### src/verilog/fbp_pkg.sv
package fbp_pkg;
  // Flash command bus codes
  localparam logic [2:0] FBP_CMD_IDLE  = 3'h0;
  localparam logic [2:0] FBP_CMD_READ  = 3'h1;
  localparam logic [2:0] FBP_CMD_WRITE = 3'h2;
  localparam logic [2:0] FBP_CMD_ROWWR = 3'h3;
  localparam logic [2:0] FBP_CMD_ERASE = 3'h4;
  localparam logic [2:0] FBP_CMD_RSV0  = 3'h5;
  localparam logic [2:0] FBP_CMD_RSV1  = 3'h6;
  localparam logic [2:0] FBP_CMD_MASS  = 3'h7;
  // Widths
  localparam int FBP_FADDR_W = 22;
  localparam int FBP_PADDR_W = 12;
  localparam int FBP_NPART   = 16;
  localparam int FBP_PART_LOG2 = 18;
  // Register byte offsets
  localparam logic [7:0] FBP_OFF_CMD    = 8'h00;
  localparam logic [7:0] FBP_OFF_ADDR   = 8'h04;
  localparam logic [7:0] FBP_OFF_WDATA  = 8'h08;
  localparam logic [7:0] FBP_OFF_RDATA  = 8'h0C;
  localparam logic [7:0] FBP_OFF_STATUS = 8'h10;
  localparam logic [7:0] FBP_OFF_ABORT  = 8'h14;
  localparam logic [7:0] FBP_OFF_PCTRL  = 8'h18;
  localparam logic [7:0] FBP_OFF_PWDATA = 8'h1C;
  localparam logic [7:0] FBP_OFF_PRDATA = 8'h20;
  // Field positions
  localparam int FBP_CMD_DOM_BIT = 3;
  localparam int FBP_ST_BUSY     = 0;
  localparam int FBP_ST_FERR     = 1;
  localparam int FBP_ST_DENY     = 2;
  localparam int FBP_ST_ABUSY    = 3;
  localparam int FBP_ST_AERR     = 4;
  localparam int FBP_PC_BANK_BIT = 12;
  localparam int FBP_PC_WR_BIT   = 16;
  localparam int FBP_PC_STRB_LSB = 20;
  localparam int FBP_PC_DOM_BIT  = 24;
  // Reset values
  localparam logic [31:0] FBP_RST_WORD = 32'h0000_0000;
  // Flash sequencer states
  typedef enum logic [2:0] {
    FBP_F_IDLE  = 3'b001,
    FBP_F_ISSUE = 3'b010,
    FBP_F_DATA  = 3'b100
  } fbp_fstate_type;
  // Register requester states
  typedef enum logic [2:0] {
    FBP_A_IDLE   = 3'b001,
    FBP_A_SETUP  = 3'b010,
    FBP_A_ACCESS = 3'b100
  } fbp_astate_type;
endpackage

### src/verilog/fbp_apb_req_if.sv
`timescale 1ns/10ps
interface fbp_apb_req_if;
  logic        start;  // One-cycle transfer request
  logic [11:0] addr;   // Target register address
  logic        write;  // Direction
  logic [3:0]  strb;   // Byte strobes
  logic [31:0] wdata;  // Write word
  logic        busy;   // Transfer under way
  logic        done;   // One-cycle completion
  logic        err;    // Completion had an error
  logic [31:0] rdata;  // Read word
  modport ctrl (output start, addr, write, strb, wdata,
                input busy, done, err, rdata);
  modport req (input start, addr, write, strb, wdata,
               output busy, done, err, rdata);
endinterface

### src/verilog/fbp_apb_req.sv
`timescale 1ns/10ps
module fbp_apb_req (
  input  wire logic  clk,
  input  wire logic  rst_n,
  fbp_apb_req_if.req ifc,
  output logic       psel_reg,
  output logic       penable_reg,
  output logic [11:0] paddr_reg,
  output logic [3:0] pstrb_reg,
  output logic       pwrite_reg,
  output logic [31:0] pwdata_reg,
  input  wire logic [31:0] prdata,
  input  wire logic  pready,
  input  wire logic  pslverr
);
  import fbp_pkg::*;
  fbp_astate_type state_reg;  // Transfer phase

  // Two-phase transfer sequencer
  always_ff @(posedge clk or negedge rst_n) begin
    if (!rst_n) begin
      state_reg   <= FBP_A_IDLE;
      psel_reg    <= 1'b0;
      penable_reg <= 1'b0;
      ifc.done    <= 1'b0;
      ifc.err     <= 1'b0;
    end else begin
      ifc.done <= 1'b0;
      case (state_reg)
        FBP_A_IDLE: begin
          // Select first, enable next cycle
          if (ifc.start) begin
            psel_reg  <= 1'b1;
            state_reg <= FBP_A_SETUP;
          end
        end
        FBP_A_SETUP: begin
          penable_reg <= 1'b1;
          state_reg   <= FBP_A_ACCESS;
        end
        FBP_A_ACCESS: begin
          // Stretch until target is ready
          if (pready) begin
            psel_reg    <= 1'b0;
            penable_reg <= 1'b0;
            ifc.done    <= 1'b1;
            ifc.err     <= pslverr;
            state_reg   <= FBP_A_IDLE;
          end
        end
        default: state_reg <= FBP_A_IDLE;
      endcase
    end
  end

  // Request fields and read capture
  always_ff @(posedge clk or negedge rst_n) begin
    if (!rst_n) begin
      paddr_reg  <= 12'h000;
      pstrb_reg  <= 4'h0;
      pwrite_reg <= 1'b0;
      pwdata_reg <= FBP_RST_WORD;
      ifc.rdata  <= FBP_RST_WORD;
    end else if (state_reg == FBP_A_IDLE && ifc.start) begin
      paddr_reg  <= ifc.addr;
      pstrb_reg  <= ifc.write ? ifc.strb : 4'h0;
      pwrite_reg <= ifc.write;
      pwdata_reg <= ifc.wdata;
    end else if (state_reg == FBP_A_ACCESS && pready) begin
      ifc.rdata <= prdata;
    end
  end

  assign ifc.busy = (state_reg != FBP_A_IDLE);

  property p_enable_follows;
    @(posedge clk) disable iff (!rst_n)
      (psel_reg && !penable_reg) |=> (psel_reg && penable_reg);
  endproperty
  a_enable_follows: assert property (p_enable_follows)
    else $error("enable did not follow select");

  property p_wait_holds;
    @(posedge clk) disable iff (!rst_n)
      (penable_reg && !pready) |=>
        (psel_reg && penable_reg && $stable(paddr_reg)
         && $stable(pwdata_reg));
  endproperty
  a_wait_holds: assert property (p_wait_holds)
    else $error("transfer not held during wait");

  property p_err_reported;
    @(posedge clk) disable iff (!rst_n)
      (penable_reg && pready) |=> (ifc.done && ifc.err == $past(pslverr));
  endproperty
  a_err_reported: assert property (p_err_reported)
    else $error("completion status not reported");
endmodule

### src/verilog/fbp_part_check.sv
`timescale 1ns/10ps
module fbp_part_check #(
  parameter int PART_LOG2 = fbp_pkg::FBP_PART_LOG2
) (
  input  wire logic [21:0] addr,
  input  wire logic [2:0]  cmd,
  input  wire logic        domain,
  input  wire logic [15:0] owner,
  input  wire logic [15:0] rd_grant,
  input  wire logic [15:0] owner_ro,
  output logic             allow
);
  import fbp_pkg::*;
  localparam int IDXW = (PART_LOG2 < 22) ? 22 - PART_LOG2 : 1;
  logic [15:0] whole_ok;   // Per partition write right for mass erase
  logic [IDXW-1:0] raw_idx; // Partition number from address
  logic [3:0]  idx;        // Clamped partition number
  logic [IDXW+3:0] wide_idx; // Partition number, zero extended

  // Per partition rights for a mass erase, all sixteen counted
  genvar g;
  generate
    for (g = 0; g < FBP_NPART; g++) begin : g_part
      assign whole_ok[g] = (owner[g] == domain) && !owner_ro[g];
    end
  endgenerate

  // Address above the last partition falls to partition 15
  always_comb begin
    raw_idx = (PART_LOG2 < 22) ? addr[21 -: IDXW] : '0;
    // Widened so a short index still has four bits to pick from
    wide_idx = {4'h0, raw_idx};
    idx = (wide_idx > (IDXW+4)'(15)) ? 4'hF : wide_idx[3:0];
  end

  // Decision per command kind
  always_comb begin
    case (cmd)
      FBP_CMD_READ:
        allow = (owner[idx] == domain) || (rd_grant[idx] == domain);
      FBP_CMD_WRITE, FBP_CMD_ROWWR, FBP_CMD_ERASE:
        allow = (owner[idx] == domain) && !owner_ro[idx];
      FBP_CMD_MASS:
        allow = &whole_ok;
      default: allow = 1'b0;
    endcase
  end
endmodule

### src/verilog/fbp_flash_ctrl.sv
`timescale 1ns/10ps
module fbp_flash_ctrl #(
  parameter int FWDATA_WIDTH = 32,
  parameter int FRDATA_WIDTH = 32,
  parameter int PART_LOG2    = fbp_pkg::FBP_PART_LOG2
) (
  input  wire logic        mclk,
  input  wire logic        resetn,
  input  wire logic        wb_cyc_i,
  input  wire logic        wb_stb_i,
  input  wire logic        wb_we_i,
  input  wire logic [7:0]  wb_adr_i,
  input  wire logic [3:0]  wb_sel_i,
  input  wire logic [31:0] wb_dat_i,
  output logic [31:0]      wb_dat_o,
  output logic             wb_ack_o,
  output logic [21:0]      faddr,
  output logic [2:0]       fcmd,
  output logic             fabort,
  output logic [FWDATA_WIDTH-1:0] fwdata,
  input  wire logic [FRDATA_WIDTH-1:0] frdata,
  input  wire logic        fready,
  input  wire logic        fresp,
  output logic             psel_m,
  output logic             penable_m,
  output logic [11:0]      paddr_m,
  output logic [3:0]       pstrb_m,
  output logic             pwrite_m,
  output logic [31:0]      pwdata_m,
  input  wire logic [31:0] prdata_m,
  input  wire logic        pready_m,
  input  wire logic        pslverr_m,
  input  wire logic [15:0] partition_owner_select,
  input  wire logic [15:0] partition_read_grant,
  input  wire logic [15:0] partition_owner_readonly
);
  import fbp_pkg::*;

  logic [1:0]  rst_sync_reg;    // Reset release stages
  logic        rst_n;           // Released reset
  logic [15:0] own_s1_reg, own_reg; // Owner bits, two stages
  logic [15:0] rdg_s1_reg, rdg_reg; // Read grant, two stages
  logic [15:0] ro_s1_reg, ro_reg;   // Read-only, two stages
  logic [2:0]  cmd_reg;         // Software command
  logic        dom_reg;         // Software domain tag
  logic [21:0] addr_reg;        // Software flash address
  logic [31:0] wdata_reg;       // Software write word
  logic [31:0] rdata_reg;       // Last flash read word
  logic        pend_reg;        // Command waiting to launch
  logic        abort_req_reg;   // Abort asked by software
  logic        ferr_reg;        // Sticky flash error
  logic        deny_reg;        // Sticky refused command
  logic        aerr_reg;        // Sticky register path error
  logic [31:0] pctrl_reg;       // Register path control word
  logic [31:0] pwd_reg;         // Register path write word
  logic        allow;           // Partition decision
  logic        wb_req;          // New bus request this cycle
  logic        wr_cmd, wr_abort, wr_status, wr_pctrl; // Write hits
  logic        pstart;          // Register transfer launch
  logic        pfwd_ok;         // Forward allowed
  logic [31:0] rd_mux;          // Read data select
  fbp_fstate_type fstate_reg;   // Flash sequencer state
  fbp_apb_req_if apb_if ();     // Requester link

  // Two-stage reset release
  always_ff @(posedge mclk or negedge resetn) begin
    if (!resetn) begin
      rst_sync_reg <= 2'b00;
    end else begin
      rst_sync_reg <= {rst_sync_reg[0], 1'b1};
    end
  end
  assign rst_n = rst_sync_reg[1];

  // Partition control inputs come from fuses, so synchronise
  always_ff @(posedge mclk or negedge rst_n) begin
    if (!rst_n) begin
      own_s1_reg <= 16'h0000;
      own_reg    <= 16'h0000;
      rdg_s1_reg <= 16'h0000;
      rdg_reg    <= 16'h0000;
      ro_s1_reg  <= 16'hFFFF;
      ro_reg     <= 16'hFFFF;
    end else begin
      own_s1_reg <= partition_owner_select;
      own_reg    <= own_s1_reg;
      rdg_s1_reg <= partition_read_grant;
      rdg_reg    <= rdg_s1_reg;
      ro_s1_reg  <= partition_owner_readonly;
      ro_reg     <= ro_s1_reg;
    end
  end

  // Bus decode, answered one cycle after the request
  assign wb_req    = wb_cyc_i && wb_stb_i && !wb_ack_o;
  assign wr_cmd    = wb_req && wb_we_i && wb_adr_i == FBP_OFF_CMD;
  assign wr_abort  = wb_req && wb_we_i && wb_adr_i == FBP_OFF_ABORT;
  assign wr_status = wb_req && wb_we_i && wb_adr_i == FBP_OFF_STATUS;
  assign wr_pctrl  = wb_req && wb_we_i && wb_adr_i == FBP_OFF_PCTRL;

  // Forward only primary accesses to the upper bank
  assign pfwd_ok = wb_dat_i[FBP_PC_BANK_BIT]
                   && !wb_dat_i[FBP_PC_DOM_BIT];
  assign pstart  = wr_pctrl && pfwd_ok && !apb_if.busy;

  // Read multiplexer, unmapped reads return zero
  always_comb begin
    case (wb_adr_i)
      FBP_OFF_CMD:    rd_mux = {28'h0, dom_reg, cmd_reg};
      FBP_OFF_ADDR:   rd_mux = {10'h000, addr_reg};
      FBP_OFF_WDATA:  rd_mux = wdata_reg;
      FBP_OFF_RDATA:  rd_mux = rdata_reg;
      FBP_OFF_STATUS: rd_mux = {27'h0, aerr_reg, apb_if.busy, deny_reg,
                                ferr_reg, (fstate_reg != FBP_F_IDLE)
                                || pend_reg};
      FBP_OFF_PCTRL:  rd_mux = pctrl_reg;
      FBP_OFF_PWDATA: rd_mux = pwd_reg;
      FBP_OFF_PRDATA: rd_mux = apb_if.rdata;
      default:        rd_mux = FBP_RST_WORD;
    endcase
  end

  // Acknowledge and read data
  always_ff @(posedge mclk or negedge rst_n) begin
    if (!rst_n) begin
      wb_ack_o <= 1'b0;
      wb_dat_o <= FBP_RST_WORD;
    end else begin
      wb_ack_o <= wb_req;
      if (wb_req && !wb_we_i) begin
        wb_dat_o <= rd_mux;
      end
    end
  end

  // Software parameter registers, writes ignored while the sequencer runs (command also while pending, register path while requester busy)
  always_ff @(posedge mclk or negedge rst_n) begin
    if (!rst_n) begin
      cmd_reg   <= FBP_CMD_IDLE;
      dom_reg   <= 1'b0;
      addr_reg  <= 22'h000000;
      wdata_reg <= FBP_RST_WORD;
      pctrl_reg <= FBP_RST_WORD;
      pwd_reg   <= FBP_RST_WORD;
    end else if (wb_req && wb_we_i) begin
      if (wr_cmd && fstate_reg == FBP_F_IDLE && !pend_reg) begin
        cmd_reg <= wb_dat_i[2:0];
        dom_reg <= wb_dat_i[FBP_CMD_DOM_BIT];
      end
      if (wb_adr_i == FBP_OFF_ADDR && fstate_reg == FBP_F_IDLE) begin
        addr_reg <= wb_dat_i[21:0];
      end
      if (wb_adr_i == FBP_OFF_WDATA && fstate_reg == FBP_F_IDLE) begin
        wdata_reg <= wb_dat_i;
      end
      if (wr_pctrl && !apb_if.busy) begin
        pctrl_reg <= wb_dat_i;
      end
      if (wb_adr_i == FBP_OFF_PWDATA && !apb_if.busy) begin
        pwd_reg <= wb_dat_i;
      end
    end
  end

  // Request fields for the register requester
  assign apb_if.start = pstart;
  assign apb_if.addr  = wb_dat_i[11:0];
  assign apb_if.write = wb_dat_i[FBP_PC_WR_BIT];
  assign apb_if.strb  = wb_dat_i[FBP_PC_STRB_LSB +: 4];
  assign apb_if.wdata = pwd_reg;

  // Partition permission check on the held command
  fbp_part_check #(.PART_LOG2(PART_LOG2)) u_part (
    .addr     (addr_reg),
    .cmd      (cmd_reg),
    .domain   (dom_reg),
    .owner    (own_reg),
    .rd_grant (rdg_reg),
    .owner_ro (ro_reg),
    .allow    (allow)
  );

  // Flash command sequencer
  always_ff @(posedge mclk or negedge rst_n) begin
    if (!rst_n) begin
      fstate_reg <= FBP_F_IDLE;
      fcmd       <= FBP_CMD_IDLE;
      faddr      <= 22'h000000;
      fwdata     <= '0;
      fabort     <= 1'b0;
      rdata_reg  <= FBP_RST_WORD;
    end else begin
      case (fstate_reg)
        FBP_F_IDLE: begin
          // Launch only when the wrapper can take it
          if (pend_reg && allow && fready) begin
            fcmd       <= cmd_reg;
            faddr      <= {addr_reg[21:2], 2'b00};
            fwdata     <= FWDATA_WIDTH'(wdata_reg);
            fstate_reg <= FBP_F_ISSUE;
          end
        end
        FBP_F_ISSUE: begin
          // Hold everything until accepted
          if (fready) begin
            fcmd       <= FBP_CMD_IDLE;
            fstate_reg <= FBP_F_DATA;
          end
        end
        FBP_F_DATA: begin
          // Abort held until the wrapper is ready again
          if (abort_req_reg && !fready) begin
            fabort <= 1'b1;
          end
          if (fready) begin
            fabort     <= 1'b0;
            rdata_reg  <= 32'(frdata);
            fstate_reg <= FBP_F_IDLE;
          end
        end
        default: fstate_reg <= FBP_F_IDLE;
      endcase
    end
  end

  // Pending launch, abort request and sticky flags
  always_ff @(posedge mclk or negedge rst_n) begin
    if (!rst_n) begin
      pend_reg      <= 1'b0;
      abort_req_reg <= 1'b0;
      ferr_reg      <= 1'b0;
      deny_reg      <= 1'b0;
      aerr_reg      <= 1'b0;
    end else begin
      if (wr_cmd && fstate_reg == FBP_F_IDLE && !pend_reg) begin
        pend_reg <= 1'b1;
      end else if (pend_reg && !allow) begin
        pend_reg <= 1'b0;
      end else if (pend_reg && fready) begin
        pend_reg <= 1'b0;
      end
      // Abort armed only while a command runs
      if (wr_abort && wb_dat_i[0] && fstate_reg != FBP_F_IDLE) begin
        abort_req_reg <= 1'b1;
      end else if (fstate_reg == FBP_F_IDLE) begin
        abort_req_reg <= 1'b0;
      end
      // Set wins over a write-one clear
      if (fresp) begin
        ferr_reg <= 1'b1;
      end else if (wr_status && wb_dat_i[FBP_ST_FERR]) begin
        ferr_reg <= 1'b0;
      end
      if (pend_reg && !allow) begin
        deny_reg <= 1'b1;
      end else if (wr_status && wb_dat_i[FBP_ST_DENY]) begin
        deny_reg <= 1'b0;
      end
      if ((apb_if.done && apb_if.err) || (wr_pctrl && !pfwd_ok)) begin
        aerr_reg <= 1'b1;
      end else if (wr_status && wb_dat_i[FBP_ST_AERR]) begin
        aerr_reg <= 1'b0;
      end
    end
  end

  // Register requester toward the wrapper
  fbp_apb_req u_apb (
    .clk         (mclk),
    .rst_n       (rst_n),
    .ifc         (apb_if),
    .psel_reg    (psel_m),
    .penable_reg (penable_m),
    .paddr_reg   (paddr_m),
    .pstrb_reg   (pstrb_m),
    .pwrite_reg  (pwrite_m),
    .pwdata_reg  (pwdata_m),
    .prdata      (prdata_m),
    .pready      (pready_m),
    .pslverr     (pslverr_m)
  );

  property p_no_reserved;
    @(posedge mclk) disable iff (!rst_n)
      fcmd != FBP_CMD_RSV0 && fcmd != FBP_CMD_RSV1;
  endproperty
  a_no_reserved: assert property (p_no_reserved)
    else $error("reserved command issued");

  property p_low_bits;
    @(posedge mclk) disable iff (!rst_n)
      (fcmd != FBP_CMD_IDLE) |-> faddr[1:0] == 2'b00;
  endproperty
  a_low_bits: assert property (p_low_bits)
    else $error("low address bits not zero");

  property p_cmd_held;
    @(posedge mclk) disable iff (!rst_n)
      (fcmd != FBP_CMD_IDLE && !fready) |=>
        (fcmd == $past(fcmd) && $stable(faddr) && $stable(fwdata));
  endproperty
  a_cmd_held: assert property (p_cmd_held)
    else $error("command changed before ready");

  property p_abort_scope;
    @(posedge mclk) disable iff (!rst_n)
      fabort |-> (fstate_reg == FBP_F_DATA && fcmd == FBP_CMD_IDLE);
  endproperty
  a_abort_scope: assert property (p_abort_scope)
    else $error("abort outside running command");

  property p_denied;
    @(posedge mclk) disable iff (!rst_n)
      (pend_reg && !allow) |=> (fcmd == FBP_CMD_IDLE && deny_reg)[*2];
  endproperty
  a_denied: assert property (p_denied)
    else $error("refused access was issued");

  property p_mass_all;
    @(posedge mclk) disable iff (!rst_n)
      (fstate_reg == FBP_F_ISSUE && fcmd == FBP_CMD_MASS) |->
        ((own_reg == {16{dom_reg}}) && ro_reg == 16'h0000);
  endproperty
  a_mass_all: assert property (p_mass_all)
    else $error("mass erase without rights on all partitions");
endmodule

### config.mk
export PLATFORM = sky130hd
export DESIGN_NAME = fbp_flash_ctrl
export DESIGN_NICKNAME = d
export VERILOG_FILES = /design/src/verilog/fbp_pkg.sv /design/src/verilog/fbp_apb_req_if.sv /design/src/verilog/fbp_apb_req.sv /design/src/verilog/fbp_part_check.sv /design/src/verilog/fbp_flash_ctrl.sv
export SDC_FILE = /design/constraint.sdc
export NUM_CORES = 1
export LEC_CHECK = 0
export ABC_AREA = 1
export BUFFER_PORTS_ARGS = -buffer_cell sky130_fd_sc_hd__buf_4
export CORE_MARGIN = 2
export CORE_UTILIZATION = 40
export DETAILED_ROUTE_END_ITERATION = 10
export PLACE_DENSITY_LB_ADDON = 0.08
export SLEW_MARGIN = 20
export SYNTH_ARGS = -nofsm -noshare
export SYNTH_HDL_FRONTEND = slang
export SYNTH_SLANG_ARGS = --single-unit
### constraint.sdc
create_clock -name mclk -period 23.1 [get_ports mclk]
set_input_delay 4.62 -clock mclk [delete_from_list [all_inputs] [get_ports mclk]]
set_output_delay 4.62 -clock mclk [all_outputs]
set_load 0.05 [all_outputs]
Yosys cells after proc, flatten, opt, wreduce, memory -nomap -nowiden. Cells that the tools add are included.

Flip-flop bits (word level): 437. Input port bits: 165. Output and inout bits: 142. Word-level logic and storage cells: 223.

Magnitude comparators: 1. Equal/unequal tests: 44. Muxes and demuxes: 38. Bitwise logic cells: 1. Reduce and logical (&&, ||, !) cells: 103.

Operator list (count): one-hot mux 32 bit (8 select lines) (1); logical AND 1 bit (48); equality test 8 x 5 -> 1 bit, second input constant (4); logical NOT 1 bit (25); AND reduction 2 bit (12); 2-to-1 mux 3 bit (7); 2-to-1 mux 1 bit (20); equality test 1 bit (18); one-hot mux 3 bit (3 select lines) (2); equality test 8 x 4 -> 1 bit, second input constant (2); AND reduction 16 bit (1); nonzero test 2 bit (8); binary-select mux 1 bit (select 4 bit) (3); equality test 3 x 2 -> 1 bit, second input constant (4); equality test 3 bit, second input constant (4); equality test 3 x 1 -> 1 bit, second input constant (3); AND reduction 3 bit (3); equality test 8 x 3 -> 1 bit, second input constant (1); equality test 8 x 6 -> 1 bit, second input constant (1); logical NOT 8 bit (1); != test 2 bit, second input constant (4); != test 3 x 1 -> 1 bit, second input constant (2); one-hot mux 3 bit (2 select lines) (1); less-than comparator 4 x 5 -> 1 bit, second input constant (1); 8 further kinds (11).

Logic depth before layout (Yosys ltp). Gate-level depths: netlist of run 1.

Depth in word-level cells: 9. Mapped depth: 16. Depth with buffers taken out: 13.

By module. From an unflattened synthesis of run 1, not the netlist that was laid out.

Cell total of the unflattened synthesis: 2006. Area, all modules: 18061.1 um^2.

Modules (own cells, without submodules): fbp_flash_ctrl (times used 1, cells an instance 1440, area an instance 13862.0 um^2, seq. area each 8774.7 um^2); fbp_apb_req (times used 1, cells an instance 380, area an instance 3374.5 um^2, seq. area each 2203.4 um^2); fbp_part_check (times used 1, cells an instance 186, area an instance 824.5 um^2, seq. area each 0.0 um^2).

Worst setup path before layout of run 1. Ideal clock, no wire load.

Path kind: in2reg. Start: input port wb_adr_i[7]. End: register u_apb.paddr_reg[0]. Library setup time: 0.132 ns. Arrival: 5.939 ns. Required time: 22.968 ns. Slack: 17.030 ns. Cell stages on the path: 11. Path buffers: 1. Cells stage by stage: nor2_1 nand3_1 nor2_2 inv_1 nor2_1 nand2_1 nor2_4 inv_2 clkbuf_1 nand2_1 o21ai_0.

Word-level cells in the longest chain between the ends: 5.

RTL lines: from (decl) (line fbp_flash_ctrl.sv:12) `input wire logic [7:0] wb_adr_i,`; equality test 8 x 5 -> 1 bit (line fbp_flash_ctrl.sv:99) `assign wr_pctrl = wb_req && wb_we_i && wb_adr_i == FBP_OFF_PCTRL;`; logical AND 1 bit (line fbp_flash_ctrl.sv:99); logical AND 1 bit (2 in series) (line fbp_flash_ctrl.sv:104) `assign pstart = wr_pctrl && pfwd_ok && !apb_if.busy;`; logical AND 1 bit (line fbp_apb_req.sv:64) `end else if (state_reg == FBP_A_IDLE && ifc.start) begin`; to (signal assigned) (line fbp_apb_req.sv:65) `paddr_reg <= ifc.addr;`; to (decl) (line fbp_apb_req.sv:8) `output logic [11:0] paddr_reg,`.

No other way between the ends. A chain may end at the register's enable or synchronous reset.

Worst setup path after layout of run 1.
Start: input port wb_adr_i[5]. End: register wb_dat_o[14].

Word-level cells in the longest chain between the ends: 2. Elaborated cells between the ends (all ways): 9. Classes of those cells: eq/ne (7); mux (1); reduce/logical (1).

RTL lines: equality test 8 x 6 -> 1 bit, or another cell as far along (line fbp_flash_ctrl.sv:108) `case (wb_adr_i)`; one-hot mux 32 bit (8 select lines) * (line fbp_flash_ctrl.sv:108); to (signal assigned) (line fbp_flash_ctrl.sv:131) `wb_dat_o <= rd_mux;`; to (decl) (line fbp_flash_ctrl.sv:15) `output logic [31:0] wb_dat_o,`.

Mark *: on every way between the ends. The rest lies on a longest branch, timed or not.

==> results of run 1 <==
layout by cell type, fill, tap and decap left out, types with 15 or more instances in the layout:
cell type / instances
a211oi_1: 20
buf_4: 317
clkbuf_16: 49
clkbuf_8: 15
dfrtp_1: 402
dfstp_2: 34
inv_1: 195
nand2_1: 599
nand3_1: 60
nand4_1: 15
nor2_1: 33
o21ai_0: 269
worst max-delay path, stage by stage:
cell	delay, ps
buf_4	90
inv_1	40
nand3_1	160
inv_1	60
nand2_1	700
clkinv_1	650
buf_4	390
a221oi_1	470
nand4_1	140
nand2_1	90
nand2_1	40
kinds of logic (layout without fill, tap and decap cells):
| family | count (synthesis) | count (layout) |
|---|---|---|
| simple gates | 736 | 736 |
| flops | 437 | 437 |
| compound gates | 356 | 356 |
| buf+inv | 287 | 608 |
| other cells | 2 | 4 |
path summary, 6_finish.rpt:
check / startpoint / to
max in group asynchronous: resetn / rst_sync_reg[1]
hold reg to reg: own_s1_reg[6] / own_reg[6]
min in group asynchronous: rst_sync_reg[1] / u_apb.pwdata_reg[1]
setup / recovery: wb_adr_i[5] / wb_dat_o[14]
hold / removal: own_s1_reg[6] / own_reg[6]
setup reg to reg: addr_reg[18] / faddr[7]
cell usage after synthesis (2+ instances only):
master      n  area (µm²)
buf_4       2       15.01
nor3_1     11       55.05
o22ai_1    13       81.33
nand3_1    61       305.3
conb_1      2       7.510
nand4_1    15       93.84
dfstp_2    34       893.4
buf_1       2       7.510
buf_2      12       60.06
o21ai_2     6       52.55
a22o_1      2       17.52
clkbuf_1   63       236.5
nand3_4     2       35.03
o21ai_0   269        1346
nor4_1      5       31.28
inv_1     195       732.0
nor3_2      2       20.02
o21ai_1    14       70.07
inv_2       4       15.01
nand2_1   601        2256
a21oi_1     7       35.03
nor2_1     35       131.4
buf_6       6       67.56
o221ai_1   14       122.6
dfrtp_1   403       10080
a211oi_1   20       150.1
a221oi_1    7       61.31
clkinv_1    3       11.26
report_power, final:
part | switching, µW | internal, µW | leakage [µW]
Combinational | 44.0 | 27.9 | 0.00400
Clock | 311 | 458 | 0.000800
Sequential | 12.6 | 791 | 0.00570
through the flow:
| step | instances | power [µW] | util [%] |
|---|---|---|---|
| after floorplan | 1819 | 849.9 | - |
| after global placement | 2592 | 889.2 | 47.10 |
| after detailed placement | 2592 | 890.8 | 47.10 |
| after CTS | 2679 | 1665 | 50.88 |
| after global routing | 2679 | 1709 | 50.89 |
| final | 2680 | 1645 | 50.90 |
final cells by class:
type	count	area, µm²
diodes	1	2.502
clock inverters	16	133.9
multi-input cells	1095	4977
well taps	539	674.4
fillers	4038	20640
repair buffers	319	2411
flip-flops and latches	437	10980
clock buffers	71	1459
inverters	202	758.2
layer usage:
layer  track usage, %  wire [µm]
met1            32.51      22990
met2            37.94      24020
met3            4.038       2899
met4            7.042       1224
met5                0          0
==> flow_summary_export.csv, run 1 <==
group,metric,value,unit
status,status,"complete, no violations",
grt,grt_pass1_wl,77990,µm
routing,wl_per_cell,19.08,µm
timing,period_share,30.32,%
floorplanning,dieHeight,210.5,µm
worst_setup_path,worst_ep_arrival_time,7460,ps
timing,clock_skew,11.63,ps
timing,period_minus_slack,7004,ps
cells_and_area,nets,2268,
clock_network,clock_latency,580,ps
grt,antenna_found_initial,0,
clock_network,cts_tree,"built",
clock_network,cts.clk_slew.worst_paths,60,ps
clock_network,hold_buffers,0,
yosys,synthSimpleGateAreaFrac,17.36,%
worst_setup_path,crit_path_max_fanout,15,
worst_setup_path,cp.required,23560,ps
routing,routed_wl,51140,µm
yosys,syn_area_per_cell,9.384,µm²
clock_network,cts.sinks,437,
yosys,synth_cell_types,36,
worst_hold_path,hold-path-cell-count,0,
timing,timing.hold.ws,340.9,ps
grt,grt_max_degree,163,
timing,slew_headroom,33.68,%
clock_network,numCtsBuffers,48,
grt,first_global_vias,12875,
routing,via_per_inst,4.913,
yosys,ys_ff_latch,437,
yosys,synth_mux_area_share,0,%
routing,drt_pre_antenna_iters,5,
yosys,synth_top_family_by_area,"simple AND/OR/NAND/NOR gates",
placed_design,io_buffers,300,
worst_setup_path,rrSetupSlack,19580,ps
floorplanning,die_w,210.5,µm
yosys,synthFlopType,"dfrtp_1",
worst_setup_path,worstSetupStartpointType,"primary input",
floorplanning,io_pins,307,
yosys,synthAdderAreaFrac,0,%
placed_design,place_hpwl,34550,µm
timing,worst_pin_slew,993.3,ps
yosys,synth_edf_count,0,
pwr,irDropWorstVdd,0.00005440,V
floorplanning,dieArea,44320,µm²
cells_and_area,final_cell_area,21400,µm²
routing,via_count,13168,
floorplanning,initial_utilization,40.58,%
placed_design,placed_cell_area,19800,µm²
clock_network,htreeDepth,2,
clock_network,ctsResizeCount,0,
floorplanning,core_area,42040,µm²
cells_and_area,drive_gt1_share,21.40,%
worst_setup_path,crit_type,"in -> reg",
clock_network,cts_setup_buffers,0,
timing,setup_tns,0,ps
routing,drtAntennaViolNets,0,
clock_network,cts_root_buffer,"clkbuf_16",
timing,finalHoldViolations,0,
timing,setup_viol,0,
worst_setup_path,endpoint_kind,"flip-flop",
yosys,syn_area,17060,µm²
pwr,leakagePower,0.01050,µW
grt,grt_overflow_total,0,
yosys,synth_cells,1818,
timing,rsz0062_at_grt,"no",
timing,fmax,142.8,MHz
yosys,synth.yosys.seq_area_share,64.35,%
worst_hold_path,hp-class,"reg -> reg",
timing,final.setup.worst_slack,16100,ps
yosys,synthArstFlopShare,100.0,%
yosys,ys_warn_count,0,
pwr,powerDensity,76.86,nW/µm²
floorplanning,num_rows,75,
flow_run,maxCapViolations,0,
routing,drc,0,
worst_setup_path,r2r_cells,13,
placed_design,place.gp.congestion,0.8405,
clock_network,cts.path.max_buffers,3,
placed_design,pre_cts_slack,15500,ps
timing,drv_slew,0,
yosys,synth_compound_area_share,11.54,%
yosys,synth_xor_area_share,0,%
grt,track_usage,23.45,%
routing,drtIter0Drc,1059,
cells_and_area,area_delta_synth_final,25.43,%
(Power assumes the default switching activity.)
==> run 2, diff against run 1 <==
==> constraint.sdc (replaced) <==
create_clock -name mclk -period 6.7 [get_ports mclk]
set_input_delay 1.34 -clock mclk [delete_from_list [all_inputs] [get_ports mclk]]
set_output_delay 1.34 -clock mclk [all_outputs]
set_load 0.05 [all_outputs]
==> flow_summary_export.csv, run 2 (synthesis gave the netlist of run 1 again) <==
group,metric,value,unit
status,status,"complete, no violations",
worst_setup_path,cp.required,7140,ps
clock_network,clock_latency,580,ps
floorplanning,initial_utilization,40.58,%
timing,period_minus_slack,4222,ps
pwr,irDropWorstVdd,0.0001702,V
routing,drtAntennaViolNets,0,
routing,via_per_inst,4.933,
pwr,leakagePower,0.01057,µW
clock_network,cts.clk_slew.worst_paths,60,ps
placed_design,place.gp.congestion,0.8288,
flow_run,maxCapViolations,0,
placed_design,io_buffers,300,
timing,rsz0062_at_grt,"no",
cells_and_area,final_common_cell,"nand2_1",
routing,via_count,13220,
cells_and_area,layout_common_cells,"nand2_1, dfrtp_1, buf_4, o21ai_0, inv_1",
timing,timing.hold.ws,347.2,ps
routing,routed_wl,51630,µm
floorplanning,dieHeight,210.5,µm
routing,drc,0,
timing,slew_headroom,30.10,%
floorplanning,io_pins,307,
clock_network,cts_root_buffer,"clkbuf_16",
grt,first_global_vias,12931,
cells_and_area,antennaDiodeCount,0,
cells_and_area,regArea,10980,µm²
timing,finalHoldViolations,0,
grt,antenna_found_initial,1,
routing,wl_per_cell,19.26,µm
grt,grt_pass1_wl,78890,µm
timing,period_share,63.02,%
routing,drt_pre_antenna_iters,7,
grt,grt_overflow_total,0,
clock_network,ctsResizeCount,0,
worst_setup_path,crit_type,"in -> reg",
worst_setup_path,endpoint_kind,"flip-flop",
cells_and_area,nets,2268,
cells_and_area,drive_gt1_share,21.44,%
clock_network,cts.path.max_buffers,3,
cells_and_area,fillers,3983,
floorplanning,dieArea,44320,µm²
timing,setup_tns,0,ps
worst_hold_path,hp-class,"reg -> reg",
cells_and_area,area_delta_synth_final,26.41,%
clock_network,cts_setup_buffers,0,
routing,drtIter0Drc,1164,
worst_setup_path,worst_ep_arrival_time,4660,ps
grt,track_usage,23.67,%
worst_setup_path,worstSetupStartpointType,"primary input",
clock_network,hold_buffers,0,
placed_design,place_hpwl,34760,µm
floorplanning,num_rows,75,
floorplanning,die_w,210.5,µm
worst_setup_path,crit_path_max_fanout,65,
timing,setup_viol,0,
timing,drv_slew,0,
timing,clock_skew,17.19,ps
floorplanning,core_area,42040,µm²
pwr,powerDensity,271.5,nW/µm²
timing,worst_pin_slew,1048,ps
timing,fmax,236.9,MHz
clock_network,cts.sinks,437,
cells_and_area,multi_input_area,4977,µm²
clock_network,numCtsBuffers,48,
grt,grt_max_degree,185,
clock_network,cts_tree,"built",
clock_network,htreeDepth,2,
==> run 2: cell count changes in the layout (fill, tap and decap cells not counted), sizes merged <==
cell / change
inv: -1
diode: -1
bufinv: +4
clkbuf: +2
clkinv: -4
==> run 2: power by group <==
group          internal, µW  switching, µW
sequential             2730           44.9
clock                  1750           1080
combinational          99.7            153
total                  4580           1270
==> run 2: metrics by stage <==
step                      setup WS [ps]  std cells  util (%)  instance area [µm²]  total power (µW)
after floorplan                    2439       1819         -                17070              2928
after global placement             1994       2590     47.09                19800              3067
after detailed placement           1906       2590     47.09                19800              3072
after CTS                          2502       2678     51.17                21510              5913
after global routing               2157       2680     51.30                21570              6065
final                              2478       2680     51.30                21570              5856
==> run 2: final cells by class <==
type,instances,area share [%]
Sequential cell,437,50.92
Multi-Input combinational cell,1095,23.08
Timing Repair Buffer,319,11.41
Clock buffer,73,6.893
Inverter,202,3.516
Tap cell,539,3.127
Clock inverter,15,1.056
==> run 2: worst paths after layout <==
kind / start / end / slack, ps / depth (start not counted)
worst max-delay path: wb_adr_i[7] / u_apb.pwdata_reg[24] / 2480 / 14
worst min-delay path: rdg_s1_reg[10] / rdg_reg[10] / 350 / 0
worst max register to register: addr_reg[18] / fwdata[6] / 2860 / 12
worst min register to register: rdg_s1_reg[10] / rdg_reg[10] / 350 / 0
max in group asynchronous: rst_sync_reg[1] / rdg_reg[5] / 4730 / 2
min in group asynchronous: rst_sync_reg[1] / u_apb.paddr_reg[0] / 470 / 0
==> run 2: layer usage <==
layer	vias up	GRT usage (%)	part of all wire, %
met3	64	4.619	6.4
met1	6410	32.88	44
met5	-	0	0
li1	6375	-	-
met4	0	6.727	2.2
met2	371	38.00	47
==> run 2: worst max-delay path, stage by stage <==
cell and delay (ps):
buf_4 110, nor2_1 170, nand3_1 200, nor2_4 160
buf_4 470, inv_1 80, nor2_1 180, nand2_2 60
buf_4 340, nor2_4 500, inv_2 370, buf_4 400
nand2_1 120, o21ai_0 80
